--- src/rtl/tim_oc_pkg.sv ---
package tim_oc_pkg;
    // Register offsets (byte addresses on the plain port)
    localparam logic [7:0] OFS_DIR_SEL = 8'h00;
    localparam logic [7:0] OFS_FORCE = 8'h01;
    localparam logic [7:0] OFS_C7_MASK = 8'h02;
    localparam logic [7:0] OFS_C7_DATA = 8'h03;
    localparam logic [7:0] OFS_CNT_HI = 8'h04;
    localparam logic [7:0] OFS_CNT_LO = 8'h05;
    localparam logic [7:0] OFS_SYS_CTRL = 8'h06;
    localparam logic [7:0] OFS_ACT_UP = 8'h08;
    localparam logic [7:0] OFS_ACT_LO = 8'h09;
    localparam logic [7:0] OFS_CH_IEN = 8'h0a;
    localparam logic [7:0] OFS_CH_FLAG = 8'h0b;
    localparam logic [7:0] OFS_CNT_CTRL = 8'h0c;
    localparam logic [7:0] OFS_CNT_FLAG = 8'h0d;
    localparam logic [7:0] OFS_ACC_CTRL = 8'h0e;
    localparam logic [7:0] OFS_ACC_FLAG = 8'h0f;
    localparam logic [7:0] OFS_ACC_HI = 8'h10;
    localparam logic [7:0] OFS_ACC_LO = 8'h11;
    localparam logic [7:0] OFS_PORT_DATA = 8'h12;
    localparam logic [7:0] OFS_PORT_DIR = 8'h13;
    localparam logic [7:0] OFS_CMP_BASE = 8'h14;
    // Field positions
    localparam int SYS_RUN = 7;
    localparam int SYS_HWAIT = 6;
    localparam int SYS_HBGND = 5;
    localparam int SYS_FAST = 4;
    localparam int CC_CLR7 = 7;
    localparam int CC_TOF_IEN = 6;
    localparam int CC_PSEL = 0;
    localparam int CF_TOF = 7;
    localparam int AC_EN = 6;
    localparam int AC_MODE = 5;
    localparam int AC_POL = 4;
    localparam int AC_OVF_IEN = 1;
    localparam int AC_IN_IEN = 0;
    localparam int AF_OVF = 1;
    localparam int AF_IN = 0;
    localparam int ACC_PIN = 7;
    // Reset values
    localparam logic [7:0] RST_BYTE = 8'h00;
    localparam logic [15:0] RST_WORD = 16'h0000;
    // Prescaler width: six stages give the divide-by-64 tick
    localparam int PRESC_W = 6;
    // Action codes
    localparam logic [1:0] ACT_OFF = 2'h0;
    localparam logic [1:0] ACT_TOGGLE = 2'h1;
    localparam logic [1:0] ACT_LOW = 2'h2;
    localparam logic [1:0] ACT_HIGH = 2'h3;
endpackage

--- src/rtl/timer_output_compare_pulse_accum.sv ---
`timescale 1ns/1ps
// What this block does
// - Select bit 1 compare, 0 input.
// - Match drives pin: off, toggle, low, high.
// - Match sets flag; irq when enabled.
// - Force acts now, no flag, reads zero.
// - Channel 7 wins, copies masked data bits.
// - Mask bit forces output on compare channels, direction unchanged.
// - Channel 7 match clears counter when enabled.
// - Nonzero action code forces output on compare channels.
// - Port writes latched while compare owns pin.
// - 16-bit accumulator; mode event or gated.
// - Active edge counts, sets input flag.
// - Accumulator wrap sets overflow flag.
// - Event counting ignores run and background stop.
// - Gated mode counts divide-by-64 ticks.
// - Gated trailing edge sets input flag.
// - Timer disabled stops divide-by-64 tick.
// - Clear channel 7 action, mask for input.
// - Counter readable; writable only special mode.
// - First period after counter write varies.
// - Run enable stops or runs timer.
// - Wait and background stop bits halt.
// - Fast clear by access, else write one.
// - Polarity 1 rising/low, 0 falling/high.
module timer_output_compare_pulse_accum #(
    parameter int N_CH = 8
) (
    // Clock and reset
    input wire logic i_sys_clk,
    input wire logic i_resetn,
    // Register port
    input wire logic [7:0] i_addr,
    input wire logic [7:0] i_wdata,
    input wire logic i_wr,
    input wire logic i_rd,
    output logic [7:0] o_rdata,
    // Chip modes
    input wire logic i_wait_mode,
    input wire logic i_bgnd_mode,
    input wire logic i_special_mode,
    // Timer port pins
    input wire logic [N_CH-1:0] i_port_in,
    output logic [N_CH-1:0] o_port_out,
    output logic [N_CH-1:0] o_port_oe,
    // Interrupt requests
    output logic [N_CH-1:0] o_chan_irq,
    output logic o_cnt_ovf_irq,
    output logic o_accum_in_irq,
    output logic o_accum_ovf_irq
);
    typedef struct packed {
        logic [N_CH-1:0] channel_direction_select;
        logic [N_CH-1:0] chan7_mask_bits;
        logic [N_CH-1:0] chan7_data_bits;
        logic [15:0] cnt;
        logic timer_run_enable;
        logic halt_in_wait;
        logic halt_in_background;
        logic fast_flag_clear;
        logic [2*N_CH-1:0] action;
        logic [N_CH-1:0] channel_irq_enable;
        logic [N_CH-1:0] channel_event_flag;
        logic counter_clear_on_chan7;
        logic cnt_ovf_ien;
        logic [2:0] psel;
        logic counter_overflow_flag;
        logic accum_en;
        logic accum_mode_bit;
        logic accum_polarity_bit;
        logic accum_overflow_irq_enable;
        logic accum_input_and_irq_enable;
        logic accum_overflow_flag;
        logic accum_input_flag;
        logic [15:0] accum_count_value;
        logic [N_CH-1:0] port_latch;
        logic [N_CH-1:0] timer_port_direction;
        logic [N_CH-1:0] oc_out;
        logic [N_CH-1:0][15:0] cmp;
        logic [tim_oc_pkg::PRESC_W-1:0] presc;
        logic [N_CH-1:0] sync1;
        logic [N_CH-1:0] sync2;
        logic acc_prev;
        logic [7:0] rdata;
    } state_s;

    state_s state_r;
    state_s state_nxt;
    logic [N_CH-1:0] owned;
    logic [N_CH-1:0] pin_val;

    always_comb
    begin
        for (int i = 0; i < N_CH; i++)
        begin
            owned[i] = state_r.channel_direction_select[i] &
                ((state_r.action[2*i +: 2] != tim_oc_pkg::ACT_OFF) | state_r.chan7_mask_bits[i]);
        end
        pin_val = (owned & state_r.oc_out) | (~owned & state_r.port_latch);
    end

    always_comb
    begin
        logic active;
        logic tick;
        logic div64;
        logic [tim_oc_pkg::PRESC_W-1:0] pmask;
        logic [N_CH-1:0] match;
        logic [N_CH-1:0] fire;
        logic [N_CH-1:0] set_flag;
        logic acc_in;
        logic edge_sel;
        logic gate;
        logic acc_inc;
        logic set_tof;
        logic set_aovf;
        logic set_ain;
        logic [7:0] base;
        active = 1'b0;
        tick = 1'b0;
        div64 = 1'b0;
        pmask = '0;
        match = '0;
        fire = '0;
        set_flag = '0;
        acc_in = 1'b0;
        edge_sel = 1'b0;
        gate = 1'b0;
        acc_inc = 1'b0;
        set_tof = 1'b0;
        set_aovf = 1'b0;
        set_ain = 1'b0;
        base = 8'h00;
        state_nxt = state_r;
        state_nxt.rdata = 8'h00;
        state_nxt.sync1 = i_port_in;
        state_nxt.sync2 = state_r.sync1;

        // Prescaler and counter tick
        active = state_r.timer_run_enable & ~(i_wait_mode & state_r.halt_in_wait)
            & ~(i_bgnd_mode & state_r.halt_in_background);
        unique case (state_r.psel)
            3'h0: pmask = 6'h00;
            3'h1: pmask = 6'h01;
            3'h2: pmask = 6'h03;
            3'h3: pmask = 6'h07;
            3'h4: pmask = 6'h0f;
            default: pmask = 6'h1f;
        endcase
        if (active)
        begin
            state_nxt.presc = state_r.presc + 6'h01;
        end
        tick = active & ((state_r.presc & pmask) == pmask);
        div64 = active & (state_r.presc == 6'h3f);

        // Compare matches and forced compares
        for (int i = 0; i < N_CH; i++)
        begin
            match[i] = tick & state_r.channel_direction_select[i] & (state_r.cnt == state_r.cmp[i]);
            fire[i] = match[i] | (i_wr & (i_addr == tim_oc_pkg::OFS_FORCE) & i_wdata[i]
                & state_r.channel_direction_select[i]);
        end
        set_flag = match;
        for (int i = 0; i < N_CH; i++)
        begin
            if (fire[N_CH-1] & state_r.chan7_mask_bits[i])
            begin
                state_nxt.oc_out[i] = state_r.chan7_data_bits[i];
            end
            else if (fire[i])
            begin
                unique case (state_r.action[2*i +: 2])
                    tim_oc_pkg::ACT_TOGGLE: state_nxt.oc_out[i] = ~state_r.oc_out[i];
                    tim_oc_pkg::ACT_LOW: state_nxt.oc_out[i] = 1'b0;
                    tim_oc_pkg::ACT_HIGH: state_nxt.oc_out[i] = 1'b1;
                    tim_oc_pkg::ACT_OFF: state_nxt.oc_out[i] = state_r.oc_out[i];
                endcase
            end
        end

        // Free-running counter
        if (tick)
        begin
            if (match[N_CH-1] & state_r.counter_clear_on_chan7)
            begin
                state_nxt.cnt = 16'h0000;
            end
            else
            begin
                state_nxt.cnt = state_r.cnt + 16'h0001;
                set_tof = (state_r.cnt == 16'hffff);
            end
        end

        // Pulse accumulator
        acc_in = state_r.sync2[tim_oc_pkg::ACC_PIN];
        edge_sel = state_r.accum_polarity_bit ? (acc_in & ~state_r.acc_prev)
            : (~acc_in & state_r.acc_prev);
        gate = state_r.accum_polarity_bit ? ~acc_in : acc_in;
        state_nxt.acc_prev = acc_in;
        if (state_r.accum_en & ~(i_wait_mode & state_r.halt_in_wait))
        begin
            acc_inc = state_r.accum_mode_bit ? (gate & div64) : edge_sel;
            set_ain = edge_sel;
        end
        if (acc_inc)
        begin
            state_nxt.accum_count_value = state_r.accum_count_value + 16'h0001;
            set_aovf = (state_r.accum_count_value == 16'hffff);
        end

        // Register writes
        if (i_wr)
        begin
            unique case (i_addr)
                tim_oc_pkg::OFS_DIR_SEL: state_nxt.channel_direction_select = i_wdata;
                tim_oc_pkg::OFS_C7_MASK: state_nxt.chan7_mask_bits = i_wdata;
                tim_oc_pkg::OFS_C7_DATA: state_nxt.chan7_data_bits = i_wdata;
                tim_oc_pkg::OFS_CNT_HI:
                begin
                    if (i_special_mode)
                    begin
                        state_nxt.cnt[15:8] = i_wdata;
                    end
                end
                tim_oc_pkg::OFS_CNT_LO:
                begin
                    if (i_special_mode)
                    begin
                        state_nxt.cnt[7:0] = i_wdata;
                    end
                end
                tim_oc_pkg::OFS_SYS_CTRL:
                begin
                    state_nxt.timer_run_enable = i_wdata[tim_oc_pkg::SYS_RUN];
                    state_nxt.halt_in_wait = i_wdata[tim_oc_pkg::SYS_HWAIT];
                    state_nxt.halt_in_background = i_wdata[tim_oc_pkg::SYS_HBGND];
                    state_nxt.fast_flag_clear = i_wdata[tim_oc_pkg::SYS_FAST];
                end
                tim_oc_pkg::OFS_ACT_UP: state_nxt.action[15:8] = i_wdata;
                tim_oc_pkg::OFS_ACT_LO: state_nxt.action[7:0] = i_wdata;
                tim_oc_pkg::OFS_CH_IEN: state_nxt.channel_irq_enable = i_wdata;
                tim_oc_pkg::OFS_CH_FLAG: state_nxt.channel_event_flag = state_r.channel_event_flag & ~i_wdata;
                tim_oc_pkg::OFS_CNT_CTRL:
                begin
                    state_nxt.counter_clear_on_chan7 = i_wdata[tim_oc_pkg::CC_CLR7];
                    state_nxt.cnt_ovf_ien = i_wdata[tim_oc_pkg::CC_TOF_IEN];
                    state_nxt.psel = i_wdata[tim_oc_pkg::CC_PSEL +: 3];
                end
                tim_oc_pkg::OFS_CNT_FLAG:
                begin
                    if (i_wdata[tim_oc_pkg::CF_TOF])
                    begin
                        state_nxt.counter_overflow_flag = 1'b0;
                    end
                end
                tim_oc_pkg::OFS_ACC_CTRL:
                begin
                    state_nxt.accum_en = i_wdata[tim_oc_pkg::AC_EN];
                    state_nxt.accum_mode_bit = i_wdata[tim_oc_pkg::AC_MODE];
                    state_nxt.accum_polarity_bit = i_wdata[tim_oc_pkg::AC_POL];
                    state_nxt.accum_overflow_irq_enable = i_wdata[tim_oc_pkg::AC_OVF_IEN];
                    state_nxt.accum_input_and_irq_enable = i_wdata[tim_oc_pkg::AC_IN_IEN];
                end
                tim_oc_pkg::OFS_ACC_FLAG:
                begin
                    if (i_wdata[tim_oc_pkg::AF_OVF])
                    begin
                        state_nxt.accum_overflow_flag = 1'b0;
                    end
                    if (i_wdata[tim_oc_pkg::AF_IN])
                    begin
                        state_nxt.accum_input_flag = 1'b0;
                    end
                end
                tim_oc_pkg::OFS_ACC_HI: state_nxt.accum_count_value[15:8] = i_wdata;
                tim_oc_pkg::OFS_ACC_LO: state_nxt.accum_count_value[7:0] = i_wdata;
                tim_oc_pkg::OFS_PORT_DATA: state_nxt.port_latch = i_wdata;
                tim_oc_pkg::OFS_PORT_DIR: state_nxt.timer_port_direction = i_wdata;
                default: state_nxt.rdata = 8'h00;
            endcase
            for (int i = 0; i < N_CH; i++)
            begin
                base = 8'(tim_oc_pkg::OFS_CMP_BASE + 2 * i);
                if (i_addr == base)
                begin
                    state_nxt.cmp[i][15:8] = i_wdata;
                end
                if (i_addr == 8'(base + 8'h01))
                begin
                    state_nxt.cmp[i][7:0] = i_wdata;
                end
                if (state_r.fast_flag_clear & state_r.channel_direction_select[i]
                    & ((i_addr == base) | (i_addr == 8'(base + 8'h01))))
                begin
                    state_nxt.channel_event_flag[i] = 1'b0;
                end
            end
        end

        // Register reads
        if (i_rd)
        begin
            unique case (i_addr)
                tim_oc_pkg::OFS_DIR_SEL: state_nxt.rdata = state_r.channel_direction_select;
                tim_oc_pkg::OFS_FORCE: state_nxt.rdata = 8'h00;
                tim_oc_pkg::OFS_C7_MASK: state_nxt.rdata = state_r.chan7_mask_bits;
                tim_oc_pkg::OFS_C7_DATA: state_nxt.rdata = state_r.chan7_data_bits;
                tim_oc_pkg::OFS_CNT_HI: state_nxt.rdata = state_r.cnt[15:8];
                tim_oc_pkg::OFS_CNT_LO: state_nxt.rdata = state_r.cnt[7:0];
                tim_oc_pkg::OFS_SYS_CTRL: state_nxt.rdata = {state_r.timer_run_enable, state_r.halt_in_wait,
                    state_r.halt_in_background, state_r.fast_flag_clear, 4'h0};
                tim_oc_pkg::OFS_ACT_UP: state_nxt.rdata = state_r.action[15:8];
                tim_oc_pkg::OFS_ACT_LO: state_nxt.rdata = state_r.action[7:0];
                tim_oc_pkg::OFS_CH_IEN: state_nxt.rdata = state_r.channel_irq_enable;
                tim_oc_pkg::OFS_CH_FLAG: state_nxt.rdata = state_r.channel_event_flag;
                tim_oc_pkg::OFS_CNT_CTRL: state_nxt.rdata = {state_r.counter_clear_on_chan7,
                    state_r.cnt_ovf_ien, 3'h0, state_r.psel};
                tim_oc_pkg::OFS_CNT_FLAG: state_nxt.rdata = {state_r.counter_overflow_flag, 7'h00};
                tim_oc_pkg::OFS_ACC_CTRL: state_nxt.rdata = {1'b0, state_r.accum_en, state_r.accum_mode_bit,
                    state_r.accum_polarity_bit, 2'h0, state_r.accum_overflow_irq_enable,
                    state_r.accum_input_and_irq_enable};
                tim_oc_pkg::OFS_ACC_FLAG: state_nxt.rdata = {6'h00, state_r.accum_overflow_flag,
                    state_r.accum_input_flag};
                tim_oc_pkg::OFS_ACC_HI: state_nxt.rdata = state_r.accum_count_value[15:8];
                tim_oc_pkg::OFS_ACC_LO: state_nxt.rdata = state_r.accum_count_value[7:0];
                tim_oc_pkg::OFS_PORT_DATA: state_nxt.rdata = (o_port_oe & pin_val) | (~o_port_oe & state_r.sync2);
                tim_oc_pkg::OFS_PORT_DIR: state_nxt.rdata = state_r.timer_port_direction;
                default: state_nxt.rdata = 8'h00;
            endcase
            for (int i = 0; i < N_CH; i++)
            begin
                base = 8'(tim_oc_pkg::OFS_CMP_BASE + 2 * i);
                if (i_addr == base)
                begin
                    state_nxt.rdata = state_r.cmp[i][15:8];
                end
                if (i_addr == 8'(base + 8'h01))
                begin
                    state_nxt.rdata = state_r.cmp[i][7:0];
                end
                if (state_r.fast_flag_clear & ~state_r.channel_direction_select[i]
                    & ((i_addr == base) | (i_addr == 8'(base + 8'h01))))
                begin
                    state_nxt.channel_event_flag[i] = 1'b0;
                end
            end
        end

        // Fast clear on counter and accumulator access
        if ((i_rd | i_wr) & state_r.fast_flag_clear)
        begin
            if ((i_addr == tim_oc_pkg::OFS_CNT_HI) | (i_addr == tim_oc_pkg::OFS_CNT_LO))
            begin
                state_nxt.counter_overflow_flag = 1'b0;
            end
            if ((i_addr == tim_oc_pkg::OFS_ACC_HI) | (i_addr == tim_oc_pkg::OFS_ACC_LO))
            begin
                state_nxt.accum_overflow_flag = 1'b0;
                state_nxt.accum_input_flag = 1'b0;
            end
        end

        // Hardware sets win over clears
        state_nxt.channel_event_flag = state_nxt.channel_event_flag | set_flag;
        if (set_tof)
        begin
            state_nxt.counter_overflow_flag = 1'b1;
        end
        if (set_aovf)
        begin
            state_nxt.accum_overflow_flag = 1'b1;
        end
        if (set_ain)
        begin
            state_nxt.accum_input_flag = 1'b1;
        end
    end

    always_ff @(posedge i_sys_clk or negedge i_resetn)
    begin
        if (!i_resetn)
        begin
            state_r <= '0;
        end
        else
        begin
            state_r <= state_nxt;
        end
    end

    assign o_rdata = state_r.rdata;
    assign o_port_oe = owned | state_r.timer_port_direction;
    assign o_port_out = pin_val;
    assign o_chan_irq = state_r.channel_event_flag & state_r.channel_irq_enable;
    assign o_cnt_ovf_irq = state_r.counter_overflow_flag & state_r.cnt_ovf_ien;
    assign o_accum_in_irq = state_r.accum_input_flag & state_r.accum_input_and_irq_enable;
    assign o_accum_ovf_irq = state_r.accum_overflow_flag & state_r.accum_overflow_irq_enable;
endmodule

--- config.mk ---
export PLATFORM = sky130hd
export DESIGN_NAME = timer_output_compare_pulse_accum
export DESIGN_NICKNAME = d
export VERILOG_FILES = /design/src/rtl/tim_oc_pkg.sv /design/src/rtl/timer_output_compare_pulse_accum.sv
export SDC_FILE = /design/constraint.sdc
export NUM_CORES = 1
export LEC_CHECK = 0
export BUFFER_PORTS_ARGS = -buffer_cell sky130_fd_sc_hd__buf_2
export CAP_MARGIN = 20
export CORE_MARGIN = 2
export CORE_UTILIZATION = 50
export DETAILED_ROUTE_END_ITERATION = 12
export GPL_TIMING_DRIVEN = 0
export PLACE_DENSITY = 0.73
export SLEW_MARGIN = 25
export SYNTH_ARGS = -nofsm -noshare
export SYNTH_HDL_FRONTEND = slang
export SYNTH_SLANG_ARGS = --single-unit
--- constraint.sdc ---
create_clock -name i_sys_clk -period 6.1 [get_ports i_sys_clk]
set_input_delay 0.305 -clock i_sys_clk [delete_from_list [all_inputs] [get_ports i_sys_clk]]
set_output_delay 0.305 -clock i_sys_clk [all_outputs]
set_load 0.02 [all_outputs]
== After elaboration in Yosys (flattened, before gate mapping) ==
Cells that the tools add are included.

* $add $sub $neg: 3
* Multiply operators: 0
* Divide/modulo/power cells: 0
* $lt $le $gt $ge: 0
* Equality and inequality tests: 82
* Shift-type cells: 0
* Muxes and demuxes: 99
* Bitwise logic cells: 157
* Reduce and logical (&&, ||, !) cells: 61

{| class="wikitable"
|+ Operators with widths
! kind !! number
|-
| $mux W8 || 30
|-
| $pmux W8 S18 || 1
|-
| $eq A16 B16 Y1 || 8
|-
| $eq A8 B5 Y1 const B || 16
|-
| $mux W97 || 1
|-
| $and A1 B1 Y1 || 96
|-
| $reduce_and A2 Y1 || 35
|-
| $eq A8 B4 Y1 const B || 8
|-
| $mux W1 || 49
|-
| $and A8 B8 Y8 || 6
|-
| $mux W16 || 3
|-
| $add A16 B1 Y16 const B || 2
|-
| $eq A16 B16 Y1 const B || 2
|-
| $eq A2 B2 Y1 const B || 16
|-
| $eq A8 B6 Y1 const B || 4
|-
| $or A8 B8 Y8 || 4
|-
| $reduce_bool A2 Y1 || 16
|-
| $or A1 B1 Y1 || 27
|-
| $pmux W5 S5 || 1
|-
| $eq A8 B3 Y1 const B || 3
|-
| $not A8 Y8 || 3
|-
| $pmux W1 S3 || 8
|-
| $not A1 Y1 || 20
|-
| $eq A2 B1 Y1 const B || 8
|-
| 16 further kinds || 35
|}

* Flip-flop bits (word level): 288
* Latch bits: 0
* Memory bits (writable): 0
* ROM bits: 0
* Bits of input ports: 31
* Memories kept: 0

== Longest topological paths before layout ==
Gate-level depths: netlist of the first run.

* Depth after elaboration: 26
* Depth in mapped cells: 10

== Worst setup path before layout of the first run ==
OpenSTA, ideal clock, no wires.

* Path type: register to register
* From: register state_r[245] (netlist name)
* To: register state_r[166] (netlist name)
* Arrival: 2000 ps
* Data required time: 5972 ps
* Slack: 3972 ps
* Cell stages (with the launch flop): 8
* Path buffers: 1
* Clock period less this slack: 2128 ps
* Cells stage by stage: dfrtp_1 > a221oi_4 > nand3_2 > o31a_1 > clkbuf_1 > o21a_1 > o32ai_1 > a21oi_1

* Longest elaborated chain between the ends: 10
* Elaborated cells on any way between the ends: 12

{| class="wikitable"
|+ Ends and longest elaborated chain
! item !! RTL line !! source
|-
| from (decl) || timer_output_compare_pulse_accum.sv:87 || <nowiki>state_s state_r;</nowiki>
|-
| from (signal assigned) || timer_output_compare_pulse_accum.sv:389 || <nowiki>state_r <= state_nxt;</nowiki>
|-
| $and A1 B1 Y1 * || timer_output_compare_pulse_accum.sv:141 || <nowiki>& ~(i_bgnd_mode & state_r.halt_in_background);</nowiki>
|-
| $not A1 Y1 * || timer_output_compare_pulse_accum.sv:141 ||
|-
| $and A1 B1 Y1 * || timer_output_compare_pulse_accum.sv:141 ||
|-
| $and A1 B1 Y1 * || timer_output_compare_pulse_accum.sv:154 || <nowiki>tick = active & ((state_r.presc & pmask) == pmask);</nowiki>
|-
| $and A1 B1 Y1 * (2 in a row) || timer_output_compare_pulse_accum.sv:160 || <nowiki>match[i] = tick & state_r.channel_direction_select[i] & (state_r.cnt == state_r.cmp[i]);</nowiki>
|-
| $or A1 B1 Y1 * || timer_output_compare_pulse_accum.sv:161 || <nowiki>fire[i] = match[i] | (i_wr & (i_addr == tim_oc_pkg::OFS_FORCE) & i_wdata[i]</nowiki>
|-
| $and A1 B1 Y1 || timer_output_compare_pulse_accum.sv:167 || <nowiki>if (fire[N_CH-1] & state_r.chan7_mask_bits[i])</nowiki>
|-
| $ne A2 B2 Y1 (no line) or $reduce_bool A2 Y1 (tied branches) || -- ||
|-
| $reduce_and A2 Y1 (no line) || -- ||
|}

Every way passes the cells marked *; elsewhere a longest branch is shown, timed or not.
A chain may end at the register's enable or synchronous reset.

== Worst setup path in the final report of the first run ==
* From: register state_r[261] (netlist name)
* To: register state_r[163] (netlist name)

* Longest elaborated chain between the ends: 6
* Elaborated cells on any way between the ends: 11

{| class="wikitable"
|+ Ends and longest elaborated chain
! item !! RTL line
|-
| $eq A16 B16 Y1 || timer_output_compare_pulse_accum.sv:160
|-
| $and A1 B1 Y1 || timer_output_compare_pulse_accum.sv:160
|-
| $or A1 B1 Y1 || timer_output_compare_pulse_accum.sv:161
|-
| $and A1 B1 Y1 || timer_output_compare_pulse_accum.sv:167
|-
| $ne A2 B2 Y1 (no line) or $reduce_bool A2 Y1 (tied branches) || --
|-
| $reduce_and A2 Y1 (no line) || --
|}

Several ways; a longest one is shown, not always the timed one.

==> results.py, run 1 <==
metrics = {
    "run_status": {
        "outcome": "finished, final reports clean",
    },
    "cts": {
        "htreeDepth": 1,
        "clk_pin_slew_worst_paths_ps": 70,
        "cts_root_buffer": "clkbuf_16",
        "cts_max_path_buffers": 3,
        "cts_tree": "yes",
        "insertion_delay_ps": 590,
        "cts.sinks": 288,
        "cts-buffers-inserted": 30,
    },
    "floorplan": {
        "fp-row-count": 66,
        "core_area_um2": 32700,
        "die_y_um": 186.5,
        "initial_core_util_pct": 50.95,
        "die_area_um2": 34800,
        "io_pins": 66,
        "dieWidth_um": 186.5,
    },
    "power_and_ir_drop": {
        "pwr-share-seq_pct": 45.6,
        "irDropWorstVdd_mv": 0.3105,
        "internal_power_mw": 3.338,
        "clockPowerShare_pct": 38.6,
        "combPwrFrac_pct": 15.8,
        "p_leak_nw": 8.601,
        "swShare_pct": 29.71,
        "p_per_area_nw_per_um2": 254.0,
        "p_switching_mw": 1.411,
    },
    "worst_hold_path": {
        "hold_class": "input port to flop",
    },
    "placed_design": {
        "place_inst": 2123,
        "port_buffers": 65,
        "place_hpwl_mm": 55.21,
        "gp_congestion": 1.045,
    },
    "synth": {
        "synth_seq_cells": 288,
        "netlist_area_um2": 16660,
        "synth-seq-area-share_pct": 43.26,
        "synthTopCellsByArea": "dfrtp_1 43%, mux2_2 15%, xnor2_1 5.4%",
        "synth.distinct_cells": 83,
        "yosysMostFrequentCell": "dfrtp_1",
        "yosysWarningCount": 0,
        "yosysTopAreaCellShare_pct": 43.26,
        "syn_nets": 1647,
        "syn_area_per_cell_um2": 10.33,
        "yosys_most_used_dff": "dfrtp_1",
        "netlist_instances": 1613,
        "synth_enable_flop_cells": 0,
        "synth_async_sr_flop_share_pct": 100.0,
        "synth_common_cells": "288 x dfrtp_1, 224 x mux2_2, 148 x nand2_1, 102 x xnor2_1, 62 x nor2_1",
        "synth.largest_area_cell": "dfrtp_1",
    },
    "sta": {
        "fin_skew_ps": 37.27,
        "finalSetupViolations": 0,
        "slew_violations": 0,
        "fmax_ghz": 0.2859,
        "timing.final.crit_share_pct": 57.35,
        "maxSlewHeadroom_pct": 19.92,
        "tightest_slew_ps": 1201,
        "hold_slack_ps": 92.46,
        "hold_viol": 0,
        "min_period_ps": 3498,
        "grt_setup_unrepaired": "no",
    },
    "flow_run": {
        "maxCapViolations": 0,
    },
    "drt": {
        "drt-total-wl_mm": 74.27,
        "drc": 0,
        "ant_nets": 0,
        "drt-vias-per-instance": 6.796,
        "drtIter0Drc": 2078,
        "routed-via-count": 14860,
        "first_pass_iters": 7,
        "wl_per_cell_um": 33.98,
    },
    "finish": {
        "nets": 1756,
        "antenna_cells": 0,
        "area_growth_pct": 12.21,
        "final_cells": 2186,
        "postLayoutCoreUtil_pct": 57.17,
        "post_route_cells_drive_above_1_share_pct": 24.03,
        "n_fill_cell": 2895,
    },
    "setup_path": {
        "cpPeakStageDelay_ps": 910,
        "critPathMaxFanout": 10,
        "critPathCaptureType": "flop",
        "slowest_stage": "buf_1",
        "cp.required_ps": 6540,
        "worstSetupStartpointType": "flop",
        "arrival_ps": 3940,
        "path_cells": "buf_1 -> xnor2_1 -> nand4_1 -> nor3_1 -> a31o_2 -> a21oi_1 -> o211ai_1 -> o21ai_1",
        "critical_path_class": "flop to flop",
    },
    "grt": {
        "grt_use_total_pct": 42.43,
        "grt_overflow": 0,
        "grt_pass1_vias": 14370,
        "grt_antenna_before_repair": 1,
        "grt_pass1_wl_mm": 105.8,
        "grt_max_degree": 91,
    },
}
-- area by class of cell --
| type | count | area, um2 | share of cell area, % |
|---|---|---|---|
| timing repair buffer | 77 | 508.0 | 2.717 |
| sequential | 288 | 7207 | 38.55 |
| buffer | 106 | 480.5 | 2.570 |
| multi-input combinational | 1189 | 8867 | 47.43 |
| tap | 442 | 553.0 | 2.958 |
| inverter | 30 | 112.6 | 0.6024 |
| clock buffer | 45 | 868.3 | 4.645 |
| clock inverter | 9 | 97.59 | 0.5221 |
-- layer usage --
layer / track usage (%) / wire (um) / share of wire, % / up-vias
li1: - / - / - / 6061
met1: 58.07 / 30390 / 41 / 7571
met2: 62.99 / 31720 / 43 / 971
met3: 10.21 / 7598 / 10 / 250
met4: 21.46 / 4556 / 6.1 / 2
met5: 0 / 12 / 0.016 / -
-- logic make-up after synthesis --
kind of cell             count (synthesis)  synth area share [%]
XOR/XNOR                               163                 8.569
AND/OR/NAND/NOR                        465                 14.64
AO/OA/AOI/OAI                          292                 12.13
flip-flops                             288                 43.26
adder cells (fa/ha/maj)                  3                0.2253
buffers and inverters                  136                 3.515
multiplexers                           266                 17.66
-- worst max-delay path: cells and delay by family, from the launching register on --
kind,cells,cell delay [ps]
buffers and inverters,1,910
AND/OR/NAND/NOR,2,780
AO/OA/AOI/OAI,4,740
flip-flops,1,680
XOR/XNOR,1,210
-- stage by stage --
stage	setup TNS (ps)	cell area, um2	power, mW	setup WS, ps
floorplan	0	16660	2.558	3972
global placement	-154570	17540	2.882	-574.6
detailed placement	0	17630	2.906	2493
CTS	0	18690	4.731	2775
global route	0	18690	4.886	2679
finish	0	18690	4.748	2602
-- timing repair --
action,in CTS,in global routing
buffers inserted,0,0
hold buffers,9,0
hold endpoints to repair,146,0
resized for setup,0,0
setup endpoints to repair,0,0
-- placed cells by master (no fill, tap or decap), drive strengths merged, types with 17 or more instances in the layout --
master and count:
and3 30, nor3 35, mux2 224, mux2i 42, inv 30, nand2b 22, o31ai 29, xnor2 102
dfrtp 288, nor2 64, xor2 61, buf 120, nor4 18, nand2 149, clkbuf 99, a21oi 53
o211ai 18, o22ai 17, nand4 28, nand3 61, o21ai 63
-- sequential cells by signal (all words and copies together), names as in the netlist --
| name | count |
|---|---|
| o_rdata | 8 |
| state_r | 271 |
| state_nxt | 9 |
-- final timing paths --
kind | end | slack (ps) | depth (start not counted) | start
worst max-delay path | state_r[163] | 2600 | 8 | state_r[261]
max in group asynchronous | state_r[14] | 4690 | 4 | i_resetn
worst min-delay path | state_r[217] | 90 | 4 | i_wdata[5]
worst min register to register | state_r[9] | 350 | 0 | state_nxt[9]
min in group asynchronous | state_r[190] | 180 | 2 | i_resetn
worst max register to register | state_r[163] | 2600 | 8 | state_r[261]
-- power by group through the flow --
stage	Clock, mW	Combinational [mW]	Sequential (mW)
after CTS	1.85	0.726	2.15
final	1.83	0.751	2.16
after floorplan	0	0.435	2.12
after global routing	1.93	0.783	2.17
after global placement	0	0.698	2.18
after detailed placement	0	0.718	2.19
No activity file was read; power rests on OpenSTA's default activity.
==> inputs of run 2 (changes only) <==
==> constraint.sdc (replaced) <==
create_clock -name i_sys_clk -period 3.6 [get_ports i_sys_clk]
set_input_delay 0.18 -clock i_sys_clk [delete_from_list [all_inputs] [get_ports i_sys_clk]]
set_output_delay 0.18 -clock i_sys_clk [all_outputs]
set_load 0.02 [all_outputs]
==> run 2 against run 1 <==
  * Combinational power grew 70%
  * Worst setup slack lost 2500 ps
  * Flip-flop and latch count is the same
  * Die area is the same
  * Critical path depth is the same
  * Clock-buffer cell count is the same
  * Highest routed layer unchanged
  * Via count grew 0.51%
  * Core utilization grew 0.16 points
  * Fmax grew 0.47%
==> results.py, run 2 (same netlist as run 1, synthesis figures left out) <==
metrics = {
    "setup_path": {
        "critPathCaptureType": "flop",
        "critPathMaxFanout": 10,
        "arrival_ps": 3920,
        "worst_r2r_path_depth": 8,
        "cp.required_ps": 4040,
        "worstSetupStartpointType": "flop",
        "critical_path_class": "flop to flop",
    },
    "sta": {
        "hold_slack_ps": 33.25,
        "fin_skew_ps": 36.21,
        "setup_ws_ps": 118.2,
        "tns_ps": 0,
        "grt_setup_unrepaired": "no",
        "slew_violations": 0,
        "fmax_ghz": 0.2872,
        "tightest_slew_ps": 1211,
        "finalSetupViolations": 0,
        "maxSlewHeadroom_pct": 19.29,
        "hold_viol": 0,
        "timing.final.crit_share_pct": 96.72,
        "min_period_ps": 3482,
    },
    "floorplan": {
        "core_area_um2": 32700,
        "fp-row-count": 66,
        "dieWidth_um": 186.5,
        "io_pins": 66,
        "die_y_um": 186.5,
        "initial_core_util_pct": 50.95,
        "die_area_um2": 34800,
    },
    "finish": {
        "post_route_cells_drive_above_1_share_pct": 23.96,
        "largest_register": "state_r",
        "nets": 1761,
        "postLayoutCoreUtil_pct": 57.33,
        "n_fill_cell": 2890,
        "final_cell_mix": "288 x dfrtp_1, 224 x mux2_2, 148 x nand2_1",
        "design_area_um2": 18750,
        "final_common_cell": "dfrtp_1",
        "area_growth_pct": 12.53,
        "largest_reg_flops": 271,
        "final_cells": 2192,
    },
    "grt": {
        "grt_pass1_wl_mm": 106.0,
        "grt_antenna_before_repair": 2,
        "use_met2_pct": 63.00,
        "grt_overflow": 0,
        "grt_pass1_vias": 14390,
        "grt_use_met3_pct": 9.893,
        "grt_use_total_pct": 42.45,
        "grt_util_met1_pct": 58.31,
        "busiest_layer": "met2",
        "grt_max_degree": 91,
    },
    "power_and_ir_drop": {
        "p_leak_nw": 8.625,
        "pwr-share-seq_pct": 45.5,
        "p_switching_mw": 2.402,
        "irDropWorstVdd_mv": 0.5278,
        "combPwrFrac_pct": 15.9,
        "total_power_mw": 8.061,
        "internal_power_mw": 5.659,
        "swShare_pct": 29.80,
        "clockPowerShare_pct": 38.6,
        "p_per_area_nw_per_um2": 430.0,
    },
    "drt": {
        "ant_nets": 0,
        "routed-via-count": 14930,
        "first_pass_iters": 6,
        "drt-vias-per-instance": 6.812,
        "drt-total-wl_mm": 74.31,
        "drtIter0Drc": 2016,
        "drc": 0,
        "wl_per_cell_um": 33.90,
    },
    "cts": {
        "cts_resized": 0,
        "cts.sinks": 288,
        "clk_pin_slew_worst_paths_ps": 60,
        "cts_max_path_buffers": 3,
        "htreeDepth": 1,
        "cts_root_buffer": "clkbuf_16",
        "insertion_delay_ps": 600,
        "cts_tree": "yes",
        "cts-buffers-inserted": 30,
    },
    "placed_design": {
        "port_buffers": 65,
        "place_area_um2": 17630,
        "pre_cts_slack_ps": 118.3,
        "place_inst": 2123,
        "place_hpwl_mm": 55.21,
        "gp_congestion": 1.045,
    },
    "flow_run": {
        "maxCapViolations": 0,
    },
    "worst_hold_path": {
        "hold_class": "input port to flop",
        "min_path_cells": 3,
    },
    "run_status": {
        "outcome": "finished, final reports clean",
    },
}
## run 2: cell types whose count changed in the layout (fill, tap and decap cells not counted), sizes merged
cell,previous run,this run
dlygate4sd3,9,14
diode,0,1
## run 2: layout make-up
cell class              count  area (um2)  share of cell area (%)
plain buffers             106       480.5                   2.563
diodes                      1       2.502                 0.01335
multi-input cells        1189        8867                   47.30
flip-flops and latches    288        7207                   38.44
clock inverters             9       97.59                  0.5206
inverters                  30       112.6                  0.6007
clock buffers              45       868.3                   4.632
well taps                 442       553.0                   2.950
repair buffers             82       558.0                   2.977
## run 2: final timing paths
| check | start | slack (ps) | to |
|---|---|---|---|
| worst min register to register | state_nxt[9] | 350 | state_r[9] |
| max in group asynchronous | i_resetn | 2310 | state_r[169] |
| worst min-delay path | i_wdata[0] | 30 | state_r[199] |
| worst max register to register | state_r[256] | 120 | state_r[162] |
| min in group asynchronous | i_resetn | 50 | state_r[190] |
| worst max-delay path | state_r[256] | 120 | state_r[162] |
## run 2: timing repair
item | CTS | global route
hold buffers | 14 | 0
setup buffers | 0 | 0
endpoints found under the hold margin | 210 | 0
## run 2: power groups by stage
stage	Combinational (mW)	Sequential, mW	Clock (mW)
5_1_grt	1.33	3.67	3.28
2_1_floorplan	0.737	3.60	0
6_report	1.28	3.67	3.11
3_3_place_gp	1.18	3.70	0
4_1_cts	1.23	3.65	3.14
3_5_place_dp	1.22	3.71	0
## run 2: critical path, stage by stage (launching register included)
cell	delay, ps
dfrtp_1	630
buf_1	940
xor2_1	140
nor4_1	340
nand3_1	190
o41ai_2	650
a21oi_1	150
o211ai_1	180
o21ai_1	100
## run 2: layer usage
layer / up-vias / share of wire, %
met3: 260 / 10
met2: 999 / 43
met4: 2 / 6.3
met5: - / 0.017
li1: 6072 / -
met1: 7598 / 41
==> inputs of run 3 (changes only) <==
--- a/config.mk
+++ b/config.mk
@@ -5,7 +5,7 @@
 export SDC_FILE = /design/constraint.sdc
 export NUM_CORES = 1
 export LEC_CHECK = 0
-export BUFFER_PORTS_ARGS = -buffer_cell sky130_fd_sc_hd__buf_2
+export BUFFER_PORTS_ARGS = -buffer_cell sky130_fd_sc_hd__clkbuf_2
 export CAP_MARGIN = 20
 export CORE_MARGIN = 2
 export CORE_UTILIZATION = 50
==> run 3 against run 2 <==
  * Via count fell by 0.32%
  * Critical path type unchanged
  * Clock power grew 11%
  * Flip-flop and latch count stayed put
  * Routed wire length up 0.86%
  * Worst setup slack gained 51 ps
  * Die area did not move
  * Register-to-register slack improved by 50 ps
  * Non-clock buffer count decreased by 2
  * Critical path depth did not move
  * Cell count barely moved
  * Clock-buffer cell count up 2
==> results.py, run 3 (same netlist as run 1, synthesis figures left out) <==
metrics = {
    "finish": {
        "design_area_um2": 18850,
        "final_common_cell": "dfrtp_1",
        "n_fill_cell": 2808,
        "post_route_cells_drive_above_1_share_pct": 24.36,
        "multiInputGateArea_um2": 8867,
        "regArea_um2": 7207,
        "nets": 1760,
        "area_growth_pct": 13.17,
        "largest_register": "state_r",
        "final_cell_mix": "288 x dfrtp_1, 224 x mux2_2, 148 x nand2_1",
        "antenna_cells": 0,
        "largest_reg_flops": 271,
    },
    "run_status": {
        "outcome": "finished, final reports clean",
    },
    "cts": {
        "cts_tree": "yes",
        "cts.sinks": 288,
        "insertion_delay_ps": 590,
        "htreeDepth": 1,
        "cts_root_buffer": "clkbuf_16",
        "cts_max_path_buffers": 3,
        "clk_pin_slew_worst_paths_ps": 60,
        "cts-buffers-inserted": 31,
        "cts_resized": 0,
        "postCtsSetupBuffers": 0,
    },
    "setup_path": {
        "critPathCaptureType": "flop",
        "worstSetupStartpointType": "flop",
        "arrival_ps": 3950,
        "critPathMaxFanout": 10,
        "cp.required_ps": 4120,
        "worst_r2r_path_depth": 8,
        "critical_path_class": "flop to flop",
    },
    "sta": {
        "hold_slack_ps": 12.84,
        "slew_violations": 0,
        "finalSetupViolations": 0,
        "tightest_slew_ps": 1223,
        "hold_viol": 0,
        "fmax_ghz": 0.2915,
        "maxSlewHeadroom_pct": 18.44,
        "timing.final.crit_share_pct": 95.30,
        "fin_skew_ps": 14.47,
        "grt_setup_unrepaired": "no",
        "min_period_ps": 3431,
    },
    "floorplan": {
        "die_area_um2": 34800,
        "die_y_um": 186.5,
        "fp-row-count": 66,
        "core_area_um2": 32700,
        "initial_core_util_pct": 50.95,
        "io_pins": 66,
        "dieWidth_um": 186.5,
    },
    "power_and_ir_drop": {
        "combPwrFrac_pct": 15.2,
        "clockPowerShare_pct": 41.1,
        "p_switching_mw": 2.461,
        "p_per_area_nw_per_um2": 445.8,
        "p_leak_nw": 8.651,
        "swShare_pct": 29.29,
        "irDropWorstVdd_mv": 0.3895,
        "internal_power_mw": 5.943,
        "pwr-share-seq_pct": 43.7,
    },
    "drt": {
        "first_pass_iters": 8,
        "drc": 0,
        "drtIter0Drc": 1921,
        "wl_per_cell_um": 34.21,
        "drt-vias-per-instance": 6.793,
        "routed-via-count": 14880,
        "drt-total-wl_mm": 74.94,
        "ant_nets": 0,
    },
    "grt": {
        "grt_use_total_pct": 42.86,
        "grt_pass1_wl_mm": 106.9,
        "grt_max_degree": 92,
        "grt_overflow": 0,
        "grt_pass1_vias": 14680,
        "grt_antenna_before_repair": 3,
    },
    "worst_hold_path": {
        "min_path_cells": 3,
        "hold_class": "input port to flop",
    },
    "placed_design": {
        "place_hpwl_mm": 55.47,
        "port_buffers": 65,
        "place_area_um2": 17640,
        "gp_congestion": 1.034,
    },
    "flow_run": {
        "maxCapViolations": 0,
    },
}
==> run 3: through the flow <==
stage	power [mW]	cells	setup TNS [ps]	util (%)	worst slack (ps)
after floorplan	4.335	1613	0	-	1472
after global routing	8.629	2191	0	57.65	217.2
after detailed placement	4.926	2124	0	53.96	44.10
final	8.405	2191	0	57.65	169.1
after CTS	8.341	2191	0	57.64	273.9
after global placement	4.890	2120	-1047380	53.63	-3669
==> run 3: critical path: stages (launching register included) <==
cell and delay, ps:
dfrtp_1 540, buf_1 930, xor2_1 210, nor4_1 710, and3_1 310, a31o_2 280
mux2i_1 210, o211ai_1 100, o21ai_1 80
==> run 3: worst paths after layout <==
path	from	slack, ps	endpoint
worst max-delay path	state_r[254]	170	state_r[163]
worst min-delay path	i_wait_mode	10	state_r[25]
worst max register to register	state_r[254]	170	state_r[163]
worst min register to register	state_nxt[14]	340	state_r[14]
max in group asynchronous	i_resetn	2250	state_r[53]
min in group asynchronous	i_resetn	140	state_r[190]
==> run 3: per-layer routing <==
| metal | vias to the layer above | share of wire [%] | global-route usage, % |
|---|---|---|---|
| met5 | - | 0.025 | 0 |
| met4 | 2 | 6.6 | 22.83 |
| met3 | 264 | 11 | 11.47 |
| met2 | 1061 | 42 | 62.86 |
| met1 | 7498 | 40 | 58.11 |
| li1 | 6058 | - | - |
==> run 3: final cells by class <==
class                      instances  share of cell area [%]
sequential                       288                   38.23
clock buffer                      47                   5.017
clock inverter                     9                  0.7964
multi-input combinational       1189                   47.03
buffer                           106                   2.542
tap                              442                   2.933
timing repair buffer              80                   2.854
inverter                          30                  0.5973
==> run 3: power groups by stage <==
stage / logic [mW] / clock network, mW / registers (mW)
global placement: 1.19 / 0 / 3.70
CTS: 1.24 / 3.46 / 3.65
global route: 1.34 / 3.61 / 3.68
finish: 1.28 / 3.45 / 3.67
detailed placement: 1.22 / 0 / 3.71
floorplan: 0.737 / 0 / 3.60
==> run 3: repair_timing <==
action | 4_1_cts | 5_1_grt
hold buffers | 11 | 0
hold endpoints to repair | 64 | 0
setup endpoints to repair | 0 | 0
